--- src/design/encgr_pkg.sv ---
/*
  Constants, field layouts and carrier types for the encoder group
  register block. Assumes a byte-wide register port and one clock.
*/
package encgr_pkg;

    // ------------------------------------------------------------
    // Geometry
    // ------------------------------------------------------------
    localparam int NUM_GROUPS = 4;
    localparam int CH_PER_GROUP = 3;
    localparam int NUM_CH = NUM_GROUPS * CH_PER_GROUP;
    localparam int NUM_LEVELS = 7;

    // ------------------------------------------------------------
    // Offsets: group base is addr[7:6], channel is addr[5:4]
    // ------------------------------------------------------------
    localparam logic [7:0] GRP_STRIDE = 8'h40;
    localparam logic [7:0] CH_STRIDE = 8'h10;
    localparam logic [1:0] GRP_REGS_SLOT = 2'h3;
    localparam logic [5:0] OFF_MODE = 6'h33;
    localparam logic [5:0] OFF_GRESET = 6'h37;
    localparam logic [5:0] OFF_ICTRL = 6'h3b;
    localparam logic [5:0] OFF_IVEC = 6'h3f;
    localparam logic [3:0] OFF_CNT_MSB = 4'h0;
    localparam logic [3:0] OFF_CNT_LSB = 4'h3;
    localparam logic [3:0] OFF_MCTRL = 4'h5;
    localparam logic [3:0] OFF_MSTAT = 4'h7;
    localparam logic [3:0] OFF_LIVE = 4'h9;
    localparam logic [3:0] OFF_CMP = 4'hb;
    localparam logic [3:0] OFF_SNAP = 4'hd;
    localparam logic [3:0] OFF_MASK = 4'hf;

    // ------------------------------------------------------------
    // Field positions and reset values
    // ------------------------------------------------------------
    localparam int MC_CLR_EN_BIT = 0;
    localparam int MC_POL_BIT = 1;
    localparam int AUX_BIT = 0;
    localparam int MARK_BIT = 1;
    localparam logic [7:0] IVEC_RESET = 8'h0f;
    localparam logic [2:0] MODE_RESET = 3'h0;
    localparam logic [1:0] SEL_RESET = 2'h0;

    // ------------------------------------------------------------
    // Mode select codes
    // ------------------------------------------------------------
    localparam logic [2:0] MODE_COUNTER = 3'h0;
    localparam logic [2:0] MODE_SGL_A = 3'h1;
    localparam logic [2:0] MODE_SGL_B = 3'h2;
    localparam logic [2:0] MODE_DBL_A = 3'h3;
    localparam logic [2:0] MODE_DBL_B = 3'h4;
    localparam logic [2:0] MODE_QUAD = 3'h5;
    localparam logic [2:0] MODE_PWIDTH = 3'h6;
    localparam logic [2:0] MODE_FREQ = 3'h7;

    // ------------------------------------------------------------
    // Timing: measurement clock derived from the system clock
    // ------------------------------------------------------------
    localparam int CLK_HZ = 200_000_000;
    localparam int MEAS_CLK_HZ = 10_000_000;
    localparam int MEAS_DIV_CYCLES = CLK_HZ / MEAS_CLK_HZ;

    // ------------------------------------------------------------
    // Carriers
    // ------------------------------------------------------------
    typedef struct packed {
        logic flag;
        logic flag_auto_clear;
        logic vec_external;
        logic irq_request_enable;
        logic enable_auto_clear;
        logic [2:0] irq_level;
    } encgr_ictrl_t;
    localparam encgr_ictrl_t ICTRL_RESET = '0;

    typedef struct packed {
        logic req;
        logic write;
        logic [7:0] addr;
        logic [7:0] wdata;
    } encgr_acc_t;

    typedef struct packed {
        logic ack;
        logic [7:0] rdata;
    } encgr_acc_ans_t;

    typedef struct packed {
        logic req;
        logic [2:0] level;
    } encgr_iack_t;

    typedef struct packed {
        logic ack;
        logic pass;
        logic [7:0] vector;
    } encgr_iack_ans_t;

    typedef struct packed {
        logic quad_a;
        logic quad_b;
        logic marker_line;
        logic aux_line;
    } encgr_pins_t;

endpackage

--- src/design/encgr_regs.sv ---
/*
  Register block of a twelve channel quadrature encoder board: counters,
  marker handling, change-of-state detection and the group interrupter.
  Assumes the bus side arrives already decoded to a byte port on clk;
  encoder pins are asynchronous and are synchronised here.
*/
`timescale 1ns/1ps

module encgr_regs #(
    parameter int MEAS_DIV = encgr_pkg::MEAS_DIV_CYCLES
) (
    // Clock and reset
    input wire logic clk,
    input wire logic reset,
    // Register access port
    input wire encgr_pkg::encgr_acc_t acc,
    output encgr_pkg::encgr_acc_ans_t acc_ans_r,
    // Interrupt acknowledge
    input wire encgr_pkg::encgr_iack_t iack,
    output encgr_pkg::encgr_iack_ans_t iack_ans_r,
    // Interrupt request lines, bit 0 is level 1
    output logic [encgr_pkg::NUM_LEVELS-1:0] irq_r,
    // Encoder pins
    input wire encgr_pkg::encgr_pins_t [encgr_pkg::NUM_CH-1:0] pins
);
    import encgr_pkg::*;

    // ------------------------------------------------------------
    // Helpers
    // ------------------------------------------------------------
    // Byte k of a counter, k = 0 is bits 31..24
    function automatic logic [7:0] cnt_byte(input logic [31:0] v,
                                            input logic [1:0] k);
        logic [7:0] b;
        b = 8'h00;
        unique case (k)
            2'd0: b = v[31:24];
            2'd1: b = v[23:16];
            2'd2: b = v[15:8];
            2'd3: b = v[7:0];
        endcase
        return b;
    endfunction

    // Count step {up, down} for one channel
    function automatic logic [1:0] step(input logic [2:0] m,
        input logic a, input logic b, input logic pa, input logic pb,
        input logic tick);
        logic ae;
        logic be;
        logic x;
        logic [1:0] s;
        ae = a ^ pa;
        be = b ^ pb;
        x = a ^ b;
        s = 2'b00;
        case (m)
            MODE_SGL_A: s = {ae & a & ~b, ae & ~a & ~b};
            MODE_SGL_B: s = {be & a & b, be & a & ~b};
            MODE_DBL_A: s = {ae & x, ae & ~x};
            MODE_DBL_B: s = {be & ~x, be & x};
            MODE_QUAD: s = {(ae & x) | (be & ~x),
                            (ae & ~x) | (be & x)};
            MODE_PWIDTH: s = {tick & a & b, tick & a & ~b};
            MODE_FREQ: s = {b & a & ~pa, 1'b0};
            default: s = 2'b00;
        endcase
        return s;
    endfunction

    // ------------------------------------------------------------
    // State
    // ------------------------------------------------------------
    encgr_pins_t [NUM_CH-1:0] meta_r;
    encgr_pins_t [NUM_CH-1:0] sync_r;
    encgr_pins_t [NUM_CH-1:0] prev_r;
    logic [NUM_CH-1:0][31:0] cnt_r;
    logic [NUM_CH-1:0][31:0] latch_r;
    logic [NUM_CH-1:0] seen_r;
    logic [NUM_CH-1:0][1:0] sel_r;
    logic [NUM_CH-1:0][1:0] mctrl_r;
    logic [NUM_CH-1:0] mflag_r;
    logic [NUM_CH-1:0][1:0] cmp_r;
    logic [NUM_CH-1:0][1:0] snap_r;
    logic [NUM_CH-1:0][1:0] mask_r;
    logic [NUM_GROUPS-1:0][2:0] mode_r;
    encgr_ictrl_t [NUM_GROUPS-1:0] ictrl_r;
    logic [NUM_GROUPS-1:0][7:0] ivec_r;
    logic [NUM_GROUPS-1:0] pend_r;
    logic [NUM_GROUPS-1:0] armed_r;
    logic [7:0] div_r;

    // ------------------------------------------------------------
    // Address decode
    // ------------------------------------------------------------
    logic rd;
    logic wr;
    logic is_chan;
    logic [1:0] grp;
    logic [5:0] goff;
    logic [3:0] coff;
    logic [3:0] ch_idx;
    logic is_cnt;
    logic trig;

    // Group from addr[7:6], channel from addr[5:4]
    assign rd = acc.req & ~acc.write;
    assign wr = acc.req & acc.write;
    assign grp = acc.addr[7:6];
    assign goff = acc.addr[5:0];
    assign coff = acc.addr[3:0];
    assign is_chan = acc.addr[5:4] != GRP_REGS_SLOT;
    assign ch_idx = 4'({2'b00, grp} * 4'd3) + {2'b00, acc.addr[5:4]};
    assign is_cnt = is_chan && coff <= OFF_CNT_LSB && coff >= OFF_CNT_MSB;
    // Latch fires on the first byte ever read, then only on that byte
    assign trig = rd & is_cnt
        & (~seen_r[ch_idx] | sel_r[ch_idx] == coff[1:0]);

    // ------------------------------------------------------------
    // Pin synchronisers, two stages then an edge history stage
    // ------------------------------------------------------------
    always_ff @(posedge clk) begin
        if (reset) begin
            meta_r <= '0;
            sync_r <= '0;
            prev_r <= '0;
        end else begin
            meta_r <= pins;
            sync_r <= meta_r;
            prev_r <= sync_r;
        end
    end

    // Measurement tick at the 10 MHz rate
    always_ff @(posedge clk) begin
        if (reset || div_r == 8'(MEAS_DIV - 1)) begin
            div_r <= '0;
        end else begin
            div_r <= div_r + 8'd1;
        end
    end

    // ------------------------------------------------------------
    // Per-channel events
    // ------------------------------------------------------------
    logic [NUM_CH-1:0] up;
    logic [NUM_CH-1:0] dn;
    logic [NUM_CH-1:0] gate_end;
    logic [NUM_CH-1:0] mark_evt;
    logic [NUM_GROUPS-1:0] grp_reset;
    logic [NUM_GROUPS-1:0] mism;

    always_comb begin
        logic [1:0] s;
        logic [2:0] m;
        logic act;
        logic pact;
        s = 2'b00;
        m = MODE_RESET;
        act = 1'b0;
        pact = 1'b0;
        mism = '0;
        for (int g = 0; g < NUM_GROUPS; g++) begin
            grp_reset[g] = wr & ~is_chan & grp == 2'(g)
                & goff == OFF_GRESET;
        end
        for (int c = 0; c < NUM_CH; c++) begin
            m = mode_r[c / CH_PER_GROUP];
            s = step(m, sync_r[c].quad_a, sync_r[c].quad_b,
                     prev_r[c].quad_a, prev_r[c].quad_b, div_r == 8'd0);
            up[c] = s[1];
            dn[c] = s[0];
            // Gate fall ends a measurement window
            gate_end[c] = (m == MODE_PWIDTH && prev_r[c].quad_a
                           && !sync_r[c].quad_a)
                        | (m == MODE_FREQ && prev_r[c].quad_b
                           && !sync_r[c].quad_b);
            // Pulse counts when the line returns to its idle level
            act = ~(sync_r[c].marker_line ^ mctrl_r[c][MC_POL_BIT]);
            pact = ~(prev_r[c].marker_line ^ mctrl_r[c][MC_POL_BIT]);
            mark_evt[c] = pact & ~act;
            if (|(({sync_r[c].marker_line, sync_r[c].aux_line}
                   ^ cmp_r[c]) & mask_r[c])) begin
                mism[c / CH_PER_GROUP] = 1'b1;
            end
        end
    end

    // ------------------------------------------------------------
    // Counters
    // ------------------------------------------------------------
    // Group reset and marker clear outrank counting
    always_ff @(posedge clk) begin
        for (int c = 0; c < NUM_CH; c++) begin
            if (reset) begin
                cnt_r[c] <= '0;
            end else if (grp_reset[c / CH_PER_GROUP]) begin
                cnt_r[c] <= '0;
            end else if (mark_evt[c] && mctrl_r[c][MC_CLR_EN_BIT]) begin
                cnt_r[c] <= '0;
            end else if (gate_end[c]) begin
                cnt_r[c] <= '0;
            end else if (wr && is_cnt && ch_idx == 4'(c)) begin
                unique case (coff[1:0])
                    2'd0: cnt_r[c][31:24] <= acc.wdata;
                    2'd1: cnt_r[c][23:16] <= acc.wdata;
                    2'd2: cnt_r[c][15:8] <= acc.wdata;
                    2'd3: cnt_r[c][7:0] <= acc.wdata;
                endcase
            end else if (up[c]) begin
                cnt_r[c] <= cnt_r[c] + 32'd1;
            end else if (dn[c]) begin
                cnt_r[c] <= cnt_r[c] - 32'd1;
            end
        end
    end

    // Output latch and the byte that triggers it
    always_ff @(posedge clk) begin
        for (int c = 0; c < NUM_CH; c++) begin
            if (reset) begin
                latch_r[c] <= '0;
                seen_r[c] <= 1'b0;
                sel_r[c] <= SEL_RESET;
            end else if (trig && ch_idx == 4'(c)) begin
                latch_r[c] <= cnt_r[c];
                seen_r[c] <= 1'b1;
                sel_r[c] <= coff[1:0];
            end else if (gate_end[c]) begin
                latch_r[c] <= cnt_r[c];
            end
        end
    end

    // ------------------------------------------------------------
    // Marker control and event flag
    // ------------------------------------------------------------
    always_ff @(posedge clk) begin
        for (int c = 0; c < NUM_CH; c++) begin
            if (reset) begin
                mctrl_r[c] <= '0;
            end else if (wr && is_chan && ch_idx == 4'(c)
                         && coff == OFF_MCTRL) begin
                mctrl_r[c] <= acc.wdata[1:0];
            end
        end
    end

    // A pulse in the clearing read's cycle still sets the flag
    always_ff @(posedge clk) begin
        for (int c = 0; c < NUM_CH; c++) begin
            if (reset) begin
                mflag_r[c] <= 1'b0;
            end else if (mark_evt[c] && mctrl_r[c][MC_CLR_EN_BIT]) begin
                mflag_r[c] <= 1'b1;
            end else if (rd && is_chan && ch_idx == 4'(c)
                         && coff == OFF_MSTAT) begin
                mflag_r[c] <= 1'b0;
            end
        end
    end

    // ------------------------------------------------------------
    // Change-of-state: compare, mask, snapshot
    // ------------------------------------------------------------
    always_ff @(posedge clk) begin
        for (int c = 0; c < NUM_CH; c++) begin
            if (reset) begin
                cmp_r[c] <= '0;
                mask_r[c] <= '0;
            end else if (wr && is_chan && ch_idx == 4'(c)) begin
                if (coff == OFF_CMP) begin
                    cmp_r[c] <= acc.wdata[1:0];
                end
                if (coff == OFF_MASK) begin
                    mask_r[c] <= acc.wdata[1:0];
                end
            end
        end
    end

    // Snapshot taken whenever an armed group sees a mismatch, even when a compare write keeps it armed
    always_ff @(posedge clk) begin
        for (int c = 0; c < NUM_CH; c++) begin
            if (reset) begin
                snap_r[c] <= '0;
            end else if (armed_r[c / CH_PER_GROUP]
                         && mism[c / CH_PER_GROUP]) begin
                snap_r[c] <= {sync_r[c].marker_line,
                              sync_r[c].aux_line};
            end
        end
    end

    // Compare write clears the request; a still-present mismatch
    // is seen again on the next edge, so no change is lost
    always_ff @(posedge clk) begin
        for (int g = 0; g < NUM_GROUPS; g++) begin
            if (reset) begin
                pend_r[g] <= 1'b0;
                armed_r[g] <= 1'b1;
            end else if (wr && is_chan && grp == 2'(g)
                         && coff == OFF_CMP) begin
                pend_r[g] <= 1'b0;
                armed_r[g] <= 1'b1;
            end else if (armed_r[g] && mism[g]) begin
                pend_r[g] <= 1'b1;
                armed_r[g] <= 1'b0;
            end
        end
    end

    // ------------------------------------------------------------
    // Group registers and interrupter
    // ------------------------------------------------------------
    logic [NUM_GROUPS-1:0] req;
    logic iack_hit;
    logic [1:0] iack_grp;

    always_comb begin
        iack_hit = 1'b0;
        iack_grp = 2'd0;
        for (int g = NUM_GROUPS - 1; g >= 0; g--) begin
            req[g] = pend_r[g] & ictrl_r[g].irq_request_enable
                & ictrl_r[g].irq_level != 3'd0;
            // Lowest group wins when several share a level
            if (iack.req && req[g] && ictrl_r[g].irq_level == iack.level
                && !ictrl_r[g].vec_external) begin
                iack_hit = 1'b1;
                iack_grp = 2'(g);
            end
        end
    end

    // Mode selects the count step of all three channels in the group
    always_ff @(posedge clk) begin
        for (int g = 0; g < NUM_GROUPS; g++) begin
            if (reset) begin
                mode_r[g] <= MODE_RESET;
                ivec_r[g] <= IVEC_RESET;
            end else if (wr && !is_chan && grp == 2'(g)) begin
                if (goff == OFF_MODE) begin
                    mode_r[g] <= acc.wdata[2:0];
                end
                if (goff == OFF_IVEC) begin
                    ivec_r[g] <= acc.wdata;
                end
            end
        end
    end

    // Software writes take precedence over acknowledge clears
    always_ff @(posedge clk) begin
        for (int g = 0; g < NUM_GROUPS; g++) begin
            if (reset) begin
                ictrl_r[g] <= ICTRL_RESET;
            end else if (wr && !is_chan && grp == 2'(g)
                         && goff == OFF_ICTRL) begin
                ictrl_r[g] <= acc.wdata;
            end else if (iack_hit && iack_grp == 2'(g)) begin
                if (ictrl_r[g].enable_auto_clear) begin
                    ictrl_r[g].irq_request_enable <= 1'b0;
                end
                if (ictrl_r[g].flag_auto_clear) begin
                    ictrl_r[g].flag <= 1'b0;
                end
            end
        end
    end

    // Level lines
    always_ff @(posedge clk) begin
        for (int l = 0; l < NUM_LEVELS; l++) begin
            if (reset) begin
                irq_r[l] <= 1'b0;
            end else begin
                irq_r[l] <= 1'b0;
                for (int g = 0; g < NUM_GROUPS; g++) begin
                    if (req[g] && ictrl_r[g].irq_level == 3'(l + 1)) begin
                        irq_r[l] <= 1'b1;
                    end
                end
            end
        end
    end

    // Acknowledge answer: vector, or pass down the chain
    always_ff @(posedge clk) begin
        if (reset) begin
            iack_ans_r <= '0;
        end else begin
            iack_ans_r.ack <= iack_hit;
            iack_ans_r.pass <= iack.req & ~iack_hit;
            iack_ans_r.vector <= iack_hit ? ivec_r[iack_grp] : 8'h00;
        end
    end

    // ------------------------------------------------------------
    // Read data
    // ------------------------------------------------------------
    logic [7:0] rdata_nxt;

    always_comb begin
        rdata_nxt = 8'h00;
        if (is_chan) begin
            if (is_cnt) begin
                // Triggering read returns the value it latches
                rdata_nxt = cnt_byte(trig ? cnt_r[ch_idx]
                                     : latch_r[ch_idx], coff[1:0]);
            end else begin
                case (coff)
                    OFF_MCTRL: rdata_nxt = {6'h00, mctrl_r[ch_idx]};
                    OFF_MSTAT: rdata_nxt = {7'h00, mflag_r[ch_idx]};
                    OFF_LIVE: rdata_nxt = {6'h00,
                        sync_r[ch_idx].marker_line,
                        sync_r[ch_idx].aux_line};
                    OFF_CMP: rdata_nxt = {6'h00, cmp_r[ch_idx]};
                    OFF_SNAP: rdata_nxt = {6'h00, snap_r[ch_idx]};
                    OFF_MASK: rdata_nxt = {6'h00, mask_r[ch_idx]};
                    default: rdata_nxt = 8'h00;
                endcase
            end
        end else begin
            case (goff)
                OFF_MODE: rdata_nxt = {5'h00, mode_r[grp]};
                OFF_ICTRL: rdata_nxt = ictrl_r[grp];
                OFF_IVEC: rdata_nxt = ivec_r[grp];
                default: rdata_nxt = 8'h00;
            endcase
        end
    end

    // Every access in the window is answered one edge later
    always_ff @(posedge clk) begin
        if (reset) begin
            acc_ans_r <= '0;
        end else begin
            acc_ans_r.ack <= acc.req;
            acc_ans_r.rdata <= rd ? rdata_nxt : 8'h00;
        end
    end

endmodule

--- config.mk ---
export PLATFORM = sky130hd
export DESIGN_NAME = encgr_regs
export DESIGN_NICKNAME = d
export VERILOG_FILES = /design/src/design/encgr_pkg.sv /design/src/design/encgr_regs.sv
export SDC_FILE = /design/constraint.sdc
export NUM_CORES = 2
export LEC_CHECK = 0
export BUFFER_PORTS_ARGS = -buffer_cell sky130_fd_sc_hd__buf_2
export CAP_MARGIN = 30
export CORE_UTILIZATION = 60
export CTS_BUF_LIST = sky130_fd_sc_hd__clkbuf_4
export DETAILED_ROUTE_END_ITERATION = 8
export GPL_TIMING_DRIVEN = 0
export HOLD_SLACK_MARGIN = 0.1
export PLACE_DENSITY = 0.76
export SLEW_MARGIN = 5
export SYNTH_ARGS = -nofsm -noshare
export SYNTH_HDL_FRONTEND = slang
export SYNTH_SLANG_ARGS = --single-unit
export TNS_END_PERCENT = 10
--- constraint.sdc ---
create_clock -name clk -period 7.68 [get_ports clk]
set_input_delay 1.536 -clock clk [delete_from_list [all_inputs] [get_ports clk]]
set_output_delay 1.536 -clock clk [all_outputs]
set_load 0.02 [all_outputs]
==> flow_summary.json <==
{
  "status": "completed",
  "post_layout_nonfiller_instances": 11100,
  "row_count": 126,
  "path_clk_slew_ns": 0.07,
  "synth_edf_count": 0,
  "syn2layout_area_growth_pct": 10.2,
  "hold_path.startpoint": "meta_r[46]$_SDFF_PP0_",
  "power-per-cell-area_mw_per_mm2": 168,
  "slowest_stage": "o31ai_1",
  "start_util": 0.608,
  "skew_ns": 0.133,
  "worstSkewPairLatency_ns": 1.31,
  "timing.slew.headroom": 0.217,
  "wl_per_cell_um": 28.0,
  "netlist_area_mm2": 0.0721,
  "hold_viol": 0,
  "vias_per_cell": 6.75,
  "fill_cells": 10100,
  "hpwlAfterDp_um": 239000,
  "ys_top_cells_by_count": "nand2_1 (1,683), dfxtp_1 (1,162), a21oi_1 (955), nor2_1 (719), o21ai_0 (472)",
  "dpl_cell_area_mm2": 0.0754,
  "grt_use_total": 0.496,
  "regToRegEndpoint": "cnt_r[252]$_SDFFE_PP0P_",
  "rsz0062_at_grt": "false",
  "async_reset_ff_frac": 0,
  "crit_family": "compound AO/OA/AOI/OAI gates",
  "clock_sinks": 1162,
  "vdd_drop_max_uv": 177,
  "power.leakage_uw": 0.0327,
  "coreArea_mm2": 0.119,
  "cts_tree": "built",
  "die_h_um": 349,
  "cts_htree_levels": 5,
  "tns_ns": 0,
  "worstPathMaxFanout": 25,
  "antenna_found_initial": 22,
  "cts_root_buffer": "clkbuf_4",
  "cts_setup_buffers": 0,
  "cpPeakStageDelay_ns": 0.73,
  "reg2reg_from": "div_r[2]$_SDFF_PP0_",
  "synth_top_area_frac": 0.323,
  "crit_path_end_kind": "flip-flop",
  "ys_types": 104,
  "final_antenna_net_count": 0,
  "grt_pass1_vias": 68900,
  "cts-hold-fix-buffers": 0,
  "synth_warnings": 0,
  "critical_path_arrival_ns": 8.02,
  "port_buffers": 88,
  "reg2reg_depth": 21,
  "holdPathEnd": "sync_r[46]$_SDFF_PP0_",
  "grt_pass1_wl_um": 447000,
  "dp.cells": 10500,
  "cap_violations": 0,
  "avgSynthCellArea_um2": 8.20,
  "synthCells": 8790,
  "clock_path_buffers": 4,
  "critPathBufInv": 3,
  "grt_max_degree": 34,
  "die_area_mm2": 0.122,
  "drive_above_1_share": 0.121,
  "vias": 74900,
  "seq_area_frac_synth": 0.323,
  "critPathKind": "flip-flop to flip-flop",
  "nNetsFinal": 9766,
  "die_w_um": 349,
  "io_pins": 98,
  "gr-total-overflow": 0,
  "place.gp.congestion": 1.08,
  "path_cells": "or4_4 > nor4b_4 > buf_6 > nand2_1 > o21ai_0 > a41oi_1 > nand2_1 > inv_1 > buf_16 > ha_1 > nor2b_1 > o21ai_0 > a21boi_0 > o31ai_1 > a31oi_1 > o31ai_1 > o221ai_1 > nand3_1 > a21boi_0 > mux2_2 > a311oi_1",
  "worstPathRequired_ns": 8.79,
  "drt-pass1-iter-count": 9,
  "yosysMostFrequentCell": "nand2_1",
  "setup_viol": 0,
  "ys_seq_elements": 1162,
  "cts_buffers": 326,
  "worst_pin_slew_ns": 1.17,
  "synth_nets": 9292,
  "first_iter_violations": 10900,
  "hold_class": "flip-flop to flip-flop",
  "cts_resized": 0,
  "drv_slew": 0,
  "wirelength_um": 310000,
  "fmax_mhz": 145,
  "yosysTopAreaCell": "dfxtp_1",
  "remaining_drc_errors": 0,
  "synthFlopType": "dfxtp_1",
  "synth_area_leaders": "dfxtp_1 (32%), nand2_1 (8.8%), mux4_2 (8.2%), ha_1 (7.2%), a21oi_1 (6.6%)",
  "start_kind": "flip-flop",
  "fin_crit_sh": 0.901,
  "timing.final.crit_period_ns": 6.92,
  "final_cell_area_mm2": 0.0795,
  "min_path_cells": 1,
  "rrSetupSlack_ns": 0.76,
  "fin_total_pwr_uw": 13400
}
## layer usage
metal	part of all wire	track usage
met2	0.41	0.710
met1	0.36	0.609
met3	0.15	0.180
met4	0.088	0.371
met5	0.00025	0
## layout make-up
class | count | area (um^2) | area share
inverter | 188 | 706 | 0.00888
multi-input combinational | 6933 | 46100 | 0.580
clock buffer | 457 | 3430 | 0.0432
clock inverter | 73 | 514 | 0.00647
tap | 1600 | 2000 | 0.0252
timing repair buffer | 146 | 1230 | 0.0154
buffer | 507 | 2170 | 0.0272
sequential | 1162 | 23300 | 0.293
antenna | 29 | 72.6 | 0.000913
## power breakdown
part           internal (uW)  switching, uW  leakage (uW)  total, uW
combinational            462           1030        0.0210       1490
sequential              6060           46.1       0.00938       6110
clock                   2990           2780       0.00236       5770
## cells by family after synthesis
group / Yosys count / share of synthesized area
buf+inv: 695 / 0.0395
compound gates: 2524 / 0.221
flops: 1162 / 0.323
mux: 441 / 0.107
fa+ha+maj: 430 / 0.0761
xor+xnor: 343 / 0.0417
simple gates: 3195 / 0.193
## through the flow
| stage | hold WS (ns) | util | setup slack [ns] |
|---|---|---|---|
| CTS | 0.403 | 0.669 | 0.951 |
| global route | 0.393 | 0.670 | 0.478 |
| floorplan | 0.414 | - | 1.22 |
| finish | 0.391 | 0.670 | 0.761 |
| detailed placement | 0.426 | 0.636 | 0.428 |
| global placement | 0.417 | 0.629 | -1.52 |
## cell usage in the layout (no fill, tap or decap), types with 57 or more instances in the layout
cell,instances
a31oi_1,77
a211oi_1,57
nor2b_1,190
a21o_1,191
a21oi_1,955
mux2i_1,176
nand2_1,1683
dfxtp_1,1162
o21ai_0,470
a311oi_1,230
clkbuf_1,306
xnor2_1,214
inv_1,188
o211ai_1,83
ha_1,416
clkbuf_4,458
xor2_1,129
nor2_1,717
mux4_2,261
nand3_1,161
and3_1,58
o21a_1,62
buf_2,234
nor3_1,86
## worst max path at each step
| stage | start | endpoint | cells past startpoint |
|---|---|---|---|
| after CTS | div_r[2]$_SDFF_PP0_ | cnt_r[252]$_SDFFE_PP0P_ | 21 |
| after global routing | div_r[2]$_SDFF_PP0_ | cnt_r[252]$_SDFFE_PP0P_ | 21 |
| after floorplan | sync_r[3]$_SDFF_PP0_ | cnt_r[23]$_SDFFE_PP0P_ | 18 |
| after detailed placement | acc[14] | acc_ans_r[2]$_SDFF_PP0_ | 15 |
| final | div_r[2]$_SDFF_PP0_ | cnt_r[252]$_SDFFE_PP0P_ | 21 |
| after global placement | div_r[0]$_SDFF_PP0_ | cnt_r[30]$_SDFFE_PP0P_ | 19 |
## sequential cells by signal (all words and copies together), names as in the netlist
signal and cells:
acc_ans_r 9, armed_r 4, cmp_r 24, cnt_r 384, div_r 8, iack_ans_r 10, ictrl_r 32, irq_r 7
ivec_r 32, latch_r 384, mask_r 24, mctrl_r 24, meta_r 48, mflag_r 12, mode_r 12, pend_r 4
prev_r 36, seen_r 12, sel_r 24, snap_r 24, sync_r 48
Power figures use the tool's default switching activity.
